===== src/common/gpio_bank_regs.svh =====
// Register offsets, reset values and field positions of the pin bank.
// Assumes byte addressing on a 32-bit APB with one word per register.
`ifndef GPIO_BANK_REGS_SVH
`define GPIO_BANK_REGS_SVH

`define GPIO_ADDR_W 12
`define GPIO_DATA_W 32
`define GPIO_REG_W 8

`define GPIO_OFS_LEVEL 12'h000
`define GPIO_OFS_DIR 12'h004
`define GPIO_OFS_MASK 12'h008
`define GPIO_OFS_TYPE 12'h00c
`define GPIO_OFS_POL 12'h010
`define GPIO_OFS_DEB 12'h014
`define GPIO_OFS_STATUS 12'h018

`define GPIO_RST_LEVEL 8'h00
`define GPIO_RST_DIR 8'h00
`define GPIO_RST_MASK 8'h00
`define GPIO_RST_TYPE 8'h00
`define GPIO_RST_POL 8'h00
`define GPIO_RST_DEB 8'h00
`define GPIO_RST_STATUS 8'h00

`define GPIO_TYPE_BIT 1
`define GPIO_POL_BIT 0

`endif


===== src/common/gpio_bank_pkg.sv =====
// Types shared by the pin bank: bus carriers, register select, irq modes.
// Assumes the constants header is on the include path.
`include "gpio_bank_regs.svh"

package gpio_bank_pkg;

	typedef struct packed {
		logic psel;
		logic penable;
		logic pwrite;
		logic [`GPIO_ADDR_W-1:0] paddr;
		logic [`GPIO_DATA_W-1:0] pwdata;
	} apb_req_s;

	typedef struct packed {
		logic pready;
		logic pslverr;
		logic [`GPIO_DATA_W-1:0] prdata;
	} apb_rsp_s;

	typedef enum logic [2:0] {
		SEL_LEVEL,
		SEL_DIR,
		SEL_MASK,
		SEL_TYPE,
		SEL_POL,
		SEL_DEB,
		SEL_STATUS,
		SEL_NONE
	} reg_sel_e;

	// Order gives {type, polarity}
	typedef enum logic [1:0] {
		MODE_LVL_LOW,
		MODE_LVL_HIGH,
		MODE_EDGE_FALL,
		MODE_EDGE_RISE
	} irq_mode_e;

endpackage : gpio_bank_pkg


===== src/rtl/gpio_bank.sv =====
// Bank of general pins with direction, live readback and pin interrupts.
// Assumes an APB master on ref_clk; pins and the 128 Hz tick are async.
//
// Overview of operation
// - Every pin has its own direction bit set by software.
// - Each control register holds 8 bits in its own aligned word.
// - Upper 24 bits are ignored on write and read back as zero.
// - Each pin has a level value bit and a direction bit.
// - Direction one drives the pin, direction zero leaves it input.
// - Writing level value changes only pins that are outputs.
// - Reading level value gives the live pin level in any direction.
// - Each pin has its own interrupt configuration bits.
// - Interrupts trigger on high, low, rising or falling input.
// - Each pin may debounce its input before interrupt detection.
// - Debouncing shifts through two stages on a 128 Hz tick.
//
// Register access over APB and the register offsets were chosen for this implementation.
`timescale 1ns/10ps
`default_nettype none

`include "gpio_bank_regs.svh"

module gpio_bank
	import gpio_bank_pkg::*;
#(
	parameter int NUM_PINS = 8
) (
	input wire logic ref_clk,
	input wire logic rst_b,
	input wire apb_req_s apbReq,
	output var apb_rsp_s apbRsp,
	input wire logic tick128,
	input wire logic [NUM_PINS-1:0] pinIn,
	output logic [NUM_PINS-1:0] pinOut,
	output logic [NUM_PINS-1:0] pinOe,
	output logic irq
);

	generate
		if (NUM_PINS < 1 || NUM_PINS > `GPIO_REG_W) begin : gBadPins
			$error("NUM_PINS must lie between 1 and 8");
		end
	endgenerate

	// Reset values at full width, cut to the pin count below
	localparam logic [`GPIO_REG_W-1:0] RST_LEVEL = `GPIO_RST_LEVEL;
	localparam logic [`GPIO_REG_W-1:0] RST_DIR = `GPIO_RST_DIR;
	localparam logic [`GPIO_REG_W-1:0] RST_MASK = `GPIO_RST_MASK;
	localparam logic [`GPIO_REG_W-1:0] RST_TYPE = `GPIO_RST_TYPE;
	localparam logic [`GPIO_REG_W-1:0] RST_POL = `GPIO_RST_POL;
	localparam logic [`GPIO_REG_W-1:0] RST_DEB = `GPIO_RST_DEB;
	localparam logic [`GPIO_REG_W-1:0] RST_STATUS = `GPIO_RST_STATUS;

	// Address decode shared by read setup and write access
	function automatic reg_sel_e regSel(
		input logic [`GPIO_ADDR_W-1:0] addr
	);
		reg_sel_e sel;
		sel = SEL_NONE;
		if (addr == `GPIO_OFS_LEVEL) begin
			sel = SEL_LEVEL;
		end else if (addr == `GPIO_OFS_DIR) begin
			sel = SEL_DIR;
		end else if (addr == `GPIO_OFS_MASK) begin
			sel = SEL_MASK;
		end else if (addr == `GPIO_OFS_TYPE) begin
			sel = SEL_TYPE;
		end else if (addr == `GPIO_OFS_POL) begin
			sel = SEL_POL;
		end else if (addr == `GPIO_OFS_DEB) begin
			sel = SEL_DEB;
		end else if (addr == `GPIO_OFS_STATUS) begin
			sel = SEL_STATUS;
		end
		return sel;
	endfunction : regSel

	function automatic logic irqEvent(
		input irq_mode_e mode,
		input logic lvl,
		input logic prev
	);
		logic hit;
		hit = 1'b0;
		case (mode)
			MODE_LVL_LOW: hit = !lvl;
			MODE_LVL_HIGH: hit = lvl;
			MODE_EDGE_FALL: hit = prev && !lvl;
			MODE_EDGE_RISE: hit = !prev && lvl;
			default: hit = 1'b0;
		endcase
		return hit;
	endfunction : irqEvent

	// Input synchronisers
	logic [NUM_PINS-1:0] pinMeta_q, pinSync_q;
	logic tickMeta_q, tickSync_q, tickPrev_q;
	logic tickPulse;

	always_ff @(posedge ref_clk or negedge rst_b) begin
		if (!rst_b) begin
			pinMeta_q <= '0;
			pinSync_q <= '0;
			tickMeta_q <= 1'b0;
			tickSync_q <= 1'b0;
			tickPrev_q <= 1'b0;
		end else begin
			pinMeta_q <= pinIn;
			pinSync_q <= pinMeta_q;
			tickMeta_q <= tick128;
			tickSync_q <= tickMeta_q;
			tickPrev_q <= tickSync_q;
		end
	end

	assign tickPulse = tickSync_q && !tickPrev_q;

	// Register file
	logic [NUM_PINS-1:0] level_q, level_d;
	logic [NUM_PINS-1:0] dir_q, dir_d;
	logic [NUM_PINS-1:0] mask_q, mask_d;
	logic [NUM_PINS-1:0] type_q, type_d;
	logic [NUM_PINS-1:0] pol_q, pol_d;
	logic [NUM_PINS-1:0] deb_q, deb_d;
	logic [NUM_PINS-1:0] status_q, status_d;
	logic [NUM_PINS-1:0] srcPrev_q;
	logic [NUM_PINS-1:0] irqSrc, irqHit;
	logic [`GPIO_DATA_W-1:0] rdata_q, rdata_d;
	logic slvErr_q, slvErr_d;
	logic setup, access;
	reg_sel_e rdSel, wrSel;
	logic [NUM_PINS-1:0] wrBits;

	assign setup = apbReq.psel && !apbReq.penable;
	assign access = apbReq.psel && apbReq.penable;
	assign rdSel = regSel(apbReq.paddr);
	assign wrSel = rdSel;
	// Upper 24 bits are dropped here
	assign wrBits = apbReq.pwdata[NUM_PINS-1:0];

	always_comb begin
		level_d = level_q;
		dir_d = dir_q;
		mask_d = mask_q;
		type_d = type_q;
		pol_d = pol_q;
		deb_d = deb_q;
		status_d = status_q;
		if (access && apbReq.pwrite) begin
			case (wrSel)
				// Input pins keep their latch
				SEL_LEVEL: level_d = (wrBits & dir_q) | (level_q & ~dir_q);
				SEL_DIR: dir_d = wrBits;
				SEL_MASK: mask_d = wrBits;
				SEL_TYPE: type_d = wrBits;
				SEL_POL: pol_d = wrBits;
				SEL_DEB: deb_d = wrBits;
				SEL_STATUS: status_d = status_q & ~wrBits;
				default: status_d = status_q;
			endcase
		end
		// Set wins over clear
		status_d = status_d | irqHit;
	end

	always_comb begin
		rdata_d = rdata_q;
		slvErr_d = slvErr_q;
		if (setup) begin
			rdata_d = '0;
			slvErr_d = 1'b0;
			if (!apbReq.pwrite) begin
				case (rdSel)
					// Live level
					SEL_LEVEL: rdata_d[NUM_PINS-1:0] = pinSync_q;
					SEL_DIR: rdata_d[NUM_PINS-1:0] = dir_q;
					SEL_MASK: rdata_d[NUM_PINS-1:0] = mask_q;
					SEL_TYPE: rdata_d[NUM_PINS-1:0] = type_q;
					SEL_POL: rdata_d[NUM_PINS-1:0] = pol_q;
					SEL_DEB: rdata_d[NUM_PINS-1:0] = deb_q;
					SEL_STATUS: rdata_d[NUM_PINS-1:0] = status_q;
					default: rdata_d = '0;
				endcase
			end
			// Only the word-aligned slots exist
			slvErr_d = (rdSel == SEL_NONE);
		end
	end

	always_ff @(posedge ref_clk or negedge rst_b) begin
		if (!rst_b) begin
			level_q <= RST_LEVEL[NUM_PINS-1:0];
			dir_q <= RST_DIR[NUM_PINS-1:0];
			mask_q <= RST_MASK[NUM_PINS-1:0];
			type_q <= RST_TYPE[NUM_PINS-1:0];
			pol_q <= RST_POL[NUM_PINS-1:0];
			deb_q <= RST_DEB[NUM_PINS-1:0];
			status_q <= RST_STATUS[NUM_PINS-1:0];
			srcPrev_q <= '0;
			rdata_q <= '0;
			slvErr_q <= 1'b0;
		end else begin
			level_q <= level_d;
			dir_q <= dir_d;
			mask_q <= mask_d;
			type_q <= type_d;
			pol_q <= pol_d;
			deb_q <= deb_d;
			status_q <= status_d;
			srcPrev_q <= irqSrc;
			rdata_q <= rdata_d;
			slvErr_q <= slvErr_d;
		end
	end

	// Per-pin input conditioning and event detection
	generate
		for (genvar i = 0; i < NUM_PINS; i++) begin : gPin
			logic debLevel;
			pin_debounce uDeb (
				.ref_clk(ref_clk),
				.rst_b(rst_b),
				.levelIn(pinSync_q[i]),
				.tickPulse(tickPulse),
				.levelOut(debLevel)
			);
			// Debounced or direct source
			assign irqSrc[i] = deb_q[i] ? debLevel : pinSync_q[i];
			// Own mode per pin
			assign irqHit[i] = irqEvent(irq_mode_e'({type_q[i], pol_q[i]}),
				irqSrc[i], srcPrev_q[i]);
		end
	endgenerate

	always_comb begin
		apbRsp.pready = 1'b1;
		apbRsp.pslverr = slvErr_q;
		apbRsp.prdata = rdata_q;
	end

	// Direction drives the enable
	assign pinOe = dir_q;
	assign pinOut = level_q;
	assign irq = |(status_q & mask_q);
endmodule : gpio_bank

`default_nettype wire


===== src/rtl/pin_debounce.sv =====
// Two-stage debouncer for one pin, advanced by a slow tick pulse.
// Assumes levelIn and tickPulse are already synchronous to ref_clk.
`timescale 1ns/10ps
`default_nettype none

module pin_debounce (
	input wire logic ref_clk,
	input wire logic rst_b,
	input wire logic levelIn,
	input wire logic tickPulse,
	output logic levelOut
);

	logic stage1_q, stage1_d;
	logic stage2_q, stage2_d;
	logic level_q, level_d;

	always_comb begin
		stage1_d = stage1_q;
		stage2_d = stage2_q;
		level_d = level_q;
		if (tickPulse) begin
			stage1_d = levelIn;
			stage2_d = stage1_q;
			// Accept only when both stages agree
			if (stage1_q == stage2_q) begin
				level_d = stage2_q;
			end
		end
	end

	always_ff @(posedge ref_clk or negedge rst_b) begin
		if (!rst_b) begin
			stage1_q <= 1'b0;
			stage2_q <= 1'b0;
			level_q <= 1'b0;
		end else begin
			stage1_q <= stage1_d;
			stage2_q <= stage2_d;
			level_q <= level_d;
		end
	end

	assign levelOut = level_q;
endmodule : pin_debounce

`default_nettype wire


===== config.mk =====
export PLATFORM = sky130hd
export DESIGN_NAME = gpio_bank
export DESIGN_NICKNAME = d
export VERILOG_FILES = /design/src/common/gpio_bank_pkg.sv /design/src/rtl/gpio_bank.sv /design/src/rtl/pin_debounce.sv
export VERILOG_INCLUDE_DIRS = /design/src /design/src/common
export SDC_FILE = /design/constraint.sdc
export NUM_CORES = 1
export LEC_CHECK = 0
export ABC_CLOCK_PERIOD_IN_PS = 2970
export BUFFER_PORTS_ARGS = -buffer_cell sky130_fd_sc_hd__buf_2
export CAP_MARGIN = 5
export CORE_MARGIN = 2
export CORE_UTILIZATION = 45
export DETAILED_ROUTE_END_ITERATION = 12
export GPL_ROUTABILITY_DRIVEN = 1
export GPL_TIMING_DRIVEN = 0
export PLACE_DENSITY = 0.68
export SLEW_MARGIN = 20
export SYNTH_ARGS = -nofsm -noshare
export SYNTH_HDL_FRONTEND = slang
export SYNTH_HIERARCHICAL = 1
export SYNTH_SLANG_ARGS = --single-unit

===== constraint.sdc =====
create_clock -name ref_clk -period 2.97 [get_ports ref_clk]
set_input_delay 0 -clock ref_clk [delete_from_list [all_inputs] [get_ports ref_clk]]
set_output_delay 0 -clock ref_clk [all_outputs]
set_load 0.01 [all_outputs]

; ---- Yosys cells after proc, flatten, opt, wreduce, memory -nomap -nowiden
; Cells that the tools add are included.
[word_totals]
reg_bits = 140
in_bits = 58
elab_cells = 182
out_inout_bits = 51
[op_classes]
bitwise_logic = 8
eq_ne = 45
muxes = 27
reduce_logical = 63
[ops]
columns = cell, count
row1 = $pmux 8 s7, 1
row2 = $eq 12x5->1 const B, 3
row3 = $and 8x8->8, 4
row4 = $eq 2x2->1 const B, 16
row5 = $pmux 1 s4, 8
row6 = $reduce_and 2->1, 14
row7 = $eq 12x4->1 const B, 2
row8 = $mux 8, 3
row9 = $logic_and 1x1->1, 20
row10 = $logic_not 1->1, 18
row11 = $eq 2x1->1 const B, 8
row12 = $logic_not 2->1, 8
row13 = $not 8->8, 2
row14 = $or 8x8->8, 2
row15 = $eq 12x3->1 const B, 1
row16 = $eq 3x3->1 const B, 4
row17 = $logic_not 12->1, 1
row18 = $mux 3, 4
row19 = $mux 1, 9
row20 = $eq 1x1->1, 8
row21 = $reduce_or 8->1, 1
row22 = $eq 3x2->1 const B, 2
row23 = $mux 2, 2
row24 = $eq 3x1->1 const B, 1
row25 = $logic_not 3->1, 1

; ---- Logic depth before layout (Yosys ltp)
[logic_depth]
word_depth = 12
ltp_mapped = 7
depth_no_buf = 4

; ---- Hierarchy
; The synthesis kept the hierarchy.
[modules_own_cells]
columns = module, cells_each, area_each_um2, n_inst, seq_area_each_um2
row1 = gpio_bank, 348, 4247.8, 1, 2302.2
row2 = pin_debounce, 8, 120.1, 8, 75.1

; ---- Least setup slack after synthesis
; Ideal clock, no wire load.
[synth_path]
kind = register to register
from = reg tickPrev_q
to = reg gPin[0].uDeb.stage1_q
path_slack_ns = 0.826
setup_time_ns = 0.125
synth_period_minus_slack_ns = 2.144
arrival_time_ns = 2.019
stages_incl_launch_ff = 3
path_buffers = 0
required_time_ns = 2.845
cell_sequence = dfrtp_1 -> nor2b_1 -> mux2_2
[synth_between]
elab_chain_cells = 2
[synth_rtl]
columns = element, line
row1 = from (decl), gpio_bank.sv:97  ; logic tickMeta_q, tickSync_q, tickPrev_q;
row2 = from (signal assigned), gpio_bank.sv:112  ; tickPrev_q <= tickSync_q;
row3 = $logic_not 1->1, gpio_bank.sv:116  ; assign tickPulse = tickSync_q && !tickPrev_q;
row4 = $logic_and 1x1->1, gpio_bank.sv:116
row5 = via tickPulse, gpio_bank.sv:98  ; logic tickPulse;
row6 = to (signal assigned), pin_debounce.sv:38  ; stage1_q <= stage1_d;
row7 = to (decl), pin_debounce.sv:14  ; logic stage1_q, stage1_d;
; The timed path passes the listed nets, and every way through them passes these cells.
; A chain may end at the register's enable or synchronous reset.

; ---- Final worst setup path
[layout_path]
from = in apbReq[36] (netlist bit)
to = reg pol_q[7]
[layout_between]
elab_chain_cells = 10
[layout_rtl]
columns = element, line
row1 = from (decl), gpio_bank.sv:30  ; input wire apb_req_s apbReq,
row2 = $eq 12x5->1 (no source line), -
row3 = $mux 1, gpio_bank.sv:72  ; end else if (addr == `GPIO_OFS_STATUS) begin
row4 = $mux 2, gpio_bank.sv:70  ; end else if (addr == `GPIO_OFS_DEB) begin
row5 = $mux 2, gpio_bank.sv:68  ; end else if (addr == `GPIO_OFS_POL) begin
row6 = $mux 3, gpio_bank.sv:66  ; end else if (addr == `GPIO_OFS_TYPE) begin
row7 = $mux 3, gpio_bank.sv:64  ; end else if (addr == `GPIO_OFS_MASK) begin
row8 = $mux 3, gpio_bank.sv:62  ; end else if (addr == `GPIO_OFS_DIR) begin
row9 = $mux 3 *, gpio_bank.sv:60  ; if (addr == `GPIO_OFS_LEVEL) begin
row10 = $eq 3x3->1 *, gpio_bank.sv:150  ; case (wrSel)
row11 = $reduce_and 2->1 (no source line) *, -
row12 = to (signal assigned), gpio_bank.sv:196  ; pol_q <= RST_POL[NUM_PINS-1:0];
row13 = to (signal assigned), gpio_bank.sv:207  ; pol_q <= pol_d;
row14 = to (decl), gpio_bank.sv:123  ; logic [NUM_PINS-1:0] pol_q, pol_d;
; Every way passes the cells marked *; elsewhere a longest branch is shown, timed or not.

==> results.md <==
* Status: complete, no violations
* Critical path peak fanout at 10
* Via count normalized by instance count at 5.36
* Die area at 12500 um^2
* Total of warnings raised by yosys at 6
* Number of buffers added by the clock tree synthesis step at 17
* Switching share of power at 0.226
* Remaining routing DRC violations at 0
* CP endpoint kind: flip-flop
* Total congestion overflow after global routing at 0
* Number of I/O port buffers at 59
* Initial antenna violation count at 0
* Number of cells traversed by the worst register-to-register path at 3
* Leakage component of the power at 0.00311 uW
* Synthesis-to-finish area growth at 26.8%
* Reg-to-reg critical path endpoint: gPin[1].uDeb/stage2_q
* Terminating pin of the worst hold path: slvErr_q
* Number of levels in the clock H-tree at 4
* Final cell count without fillers at 687
* Avg Synthesized Cell Area at 12.6 um^2
* Routed vias at 3685
* Number of hold-slack violations in the final timing report at 0
* Pin slew with the least headroom to its limit at 1140 ps
* Seq cells post-synth at 116
* Slew Limit Fails at 0
* HPWL Detailed at 7740 um
* Core utilization of the finished layout at 0.581
* Clock sink count at 116
* Number of antenna cells inserted at 0
* Root Driver: sky130_fd_sc_hd__clkbuf_16
* Post-detailed-route wirelength per cell at 17.2 um
* Most repeated library cell on the critical path: sky130_fd_sc_hd__clkbuf_1
* ANT nets after route at 0
* VDD IR max at 0.362 mV
* Max-Slew Margin vs Limit at 0.240
* Register-to-Register Setup Slack at 1530 ps
* Category of the critical setup timing path: in2reg
* Effective utilization at floorplan at 0.458
* Clk Latency, worst-skew pair at 410 ps
* Proportion of power drawn by combinational gates at 0.080
* Kind of start point of the critical path: input pin
* CTS tree: done
* Final Setup Violations at 0
* Share of power burned in registers at 0.430
* Type of the most critical hold path: in2reg
* Gate count of the mapped netlist at 412
* Hold WS at 54.6 ps
* Worst Path Required at 3260 ps
* Via count of the first global-routing pass at 3712
* Sum Neg Setup Slack at 0 ps
* Die height at 112 um
* Row Count at 39
* Cells along the critical path: buf_2 -> clkbuf_1 -> buf_1 -> clkbuf_1 -> nand3_1 -> mux2_2
* I/O pin total at 109
* Final wirelength at 11800 um
* Clock buffer depth at 2
* Post-layout minimum cycle time at 2240 ps
* Total instance count after detailed placement at 639
* Maximum number of pins on one net before global-route repair at 69
* Hold Startpoint: apbReq[34]
* Cell type of the slowest stage on the worst timing path: sky130_fd_sc_hd__buf_1
* Clock edge transition at the registers on the reported setup and hold paths at 50 ps
* Delay-heaviest family, CP: buffers and inverters
* Share of power burned in the clock network at 0.490
* Switching power total at 914 uW
* Power density normalized to cell area at 612 nW/um^2
* Routability Congestion at 0.822
* Crit path buf inv count at 4
* Fraction of final layout cells sized beyond drive strength 1 at 0.369
* Detailed Route Iter0 Violations at 232
* Area of the placeable core at 11400 um^2
* Maximum clock skew at final layout at 7.62 ps
* RR Startpoint: tickPrev_q
* Arrival time of the worst setup path at 2530 ps
* Wire length of the first global-routing pass at 19100 um
* Count of cells along the worst hold path at 4
* Ratio of final minimum period to clock period at 0.755
* Highest Clock Rate at 446 MHz
* Register area share after synthesis at 0.557
* Number of distinct library cells after synthesis at 40
* Total Nets Final at 591
* RSZ-0062 raised after global routing: false
* Die width at 112 um
* Cell area after synthesis at 5210 um^2
* Max-cap viol count at 0
* PnR Total Power at 4040 uW
* Cell internal power dissipation at 3130 uW
* Total GRT Usage at 0.200
* Max stage delay on crit path at 630 ps
* First-pass DRT Iterations at 4
## metal layers
layer,vias up,routed length [um],global-route usage
li1,1704,-,-
met2,128,5740,0.320
met5,-,0,0
met3,17,639,0.0474
met1,1836,5260,0.266
met4,0,163,0.0774
## state kept, by name, indices dropped and copies added, names as in the netlist, named ones only
signal	cells
pinSync_q	8
gPin.uDeb/levelOut	8
gPin.uDeb/stage2_q	8
pol_q	8
tickSync_q	1
pinOe	8
srcPrev_q	8
tickMeta_q	1
gPin.uDeb/stage1_q	8
mask_q	8
status_q	8
tickPrev_q	1
deb_q	8
type_q	8
pinMeta_q	8
rdata_q	8
slvErr_q	1
## stage by stage
step | area, um^2 | setup WS, ps
after CTS | 6600 | 743
after detailed placement | 5850 | 279
after global placement | 5770 | 235
after global routing | 6600 | 571
final | 6600 | 727
after floorplan | 5300 | 826
## area by class of cell
cell class / instances / area [um^2]
Clock inverter: 9 / 105
Multi-Input combinational cell: 276 / 2140
Sequential cell: 116 / 2900
Tap cell: 143 / 179
Timing Repair Buffer: 79 / 537
Inverter: 1 / 3.75
Buffer: 42 / 262
Clock buffer: 21 / 470
Fill cell: 941 / 4770
## power groups by stage
stage / combinational (uW) / clock, uW / sequential [uW]
after global routing: 357 / 2090 / 1750
after detailed placement: 309 / 0 / 1760
after floorplan: 198 / 0 / 1740
after CTS: 327 / 2020 / 1740
final: 324 / 1980 / 1740
after global placement: 286 / 0 / 1760
## cell usage in the layout, fill, tap and decap left out, types with 16 or more instances in the layout
cell and instances:
sky130_fd_sc_hd__mux2_2 74, sky130_fd_sc_hd__nand3_1 25, sky130_fd_sc_hd__dlygate4sd3_1 18, sky130_fd_sc_hd__conb_1 25
sky130_fd_sc_hd__a21o_1 16, sky130_fd_sc_hd__nand2_1 16, sky130_fd_sc_hd__clkbuf_16 17, sky130_fd_sc_hd__mux2i_1 16
sky130_fd_sc_hd__buf_2 63, sky130_fd_sc_hd__buf_4 26, sky130_fd_sc_hd__dfrtp_1 116
## Yosys cell counts, drive strengths merged
cell    instances  share of area
a21o           16          0.023
and3            3         0.0036
o22ai           2         0.0024
and4bb          1         0.0024
o21ai           4         0.0038
mux2i          16          0.031
nor2b           8         0.0096
o221ai          5         0.0084
nand2          16          0.012
xor2            1         0.0017
nand2b         11          0.013
a221oi          2         0.0034
and2            1         0.0012
nand4           1         0.0012
dfrtp         116           0.56
a211oi          6         0.0086
inv             1        0.00072
a22oi           9          0.013
buf            32          0.043
clkbuf         10         0.0072
nor2            8         0.0058
or3             2         0.0024
a21oi          11          0.011
nand4b          1         0.0017
o31ai           7          0.010
a22o            9          0.015
mux2           74           0.16
nor4            3         0.0048
or2             1         0.0012
conb            2         0.0014
nand3          25          0.024
and4b           2         0.0038
xnor2           1         0.0017
o32ai           1         0.0017
nor4b           1         0.0046
or4             3         0.0050
## worst max-delay path by stage
stage / startpoint / end / slack, ps / depth (start not counted)
5_1_grt: apbReq[36] / pol_q[6] / 570 / 6
3_5_place_dp: apbReq[36] / pol_q[7] / 280 / 6
4_1_cts: apbReq[36] / pol_q[7] / 740 / 6
2_1_floorplan: tickPrev_q / gPin[0].uDeb/stage1_q / 830 / 2
3_3_place_gp: tickPrev_q / gPin[5].uDeb/stage2_q / 240 / 2
6_report: apbReq[36] / pol_q[7] / 730 / 6
## what timing repair did
action | CTS | global route
setup buffers | 0 | 0
endpoints found under the hold margin | 181 | 0
resized for setup | 0 | 0
hold buffers | 18 | 0
## worst register-to-register path, stage by stage, from the launching register on
cell                      delay, ps
sky130_fd_sc_hd__dfrtp_1        390
sky130_fd_sc_hd__nor2b_4        360
sky130_fd_sc_hd__buf_16         210
sky130_fd_sc_hd__mux2_2         360
## cells by family (layout without fill, tap and decap cells)
family          after synthesis  after routing  share of synthesized area
simple gates                 87             87                     0.0961
other cells                   2             25                    0.00144
buf+inv                      43            152                     0.0509
flops                       116            116                      0.557
mux                          90             90                      0.191
compound gates               72             72                      0.100
xor+xnor                      2              2                    0.00336
Note: power is estimated with default switching activity, not from simulation.
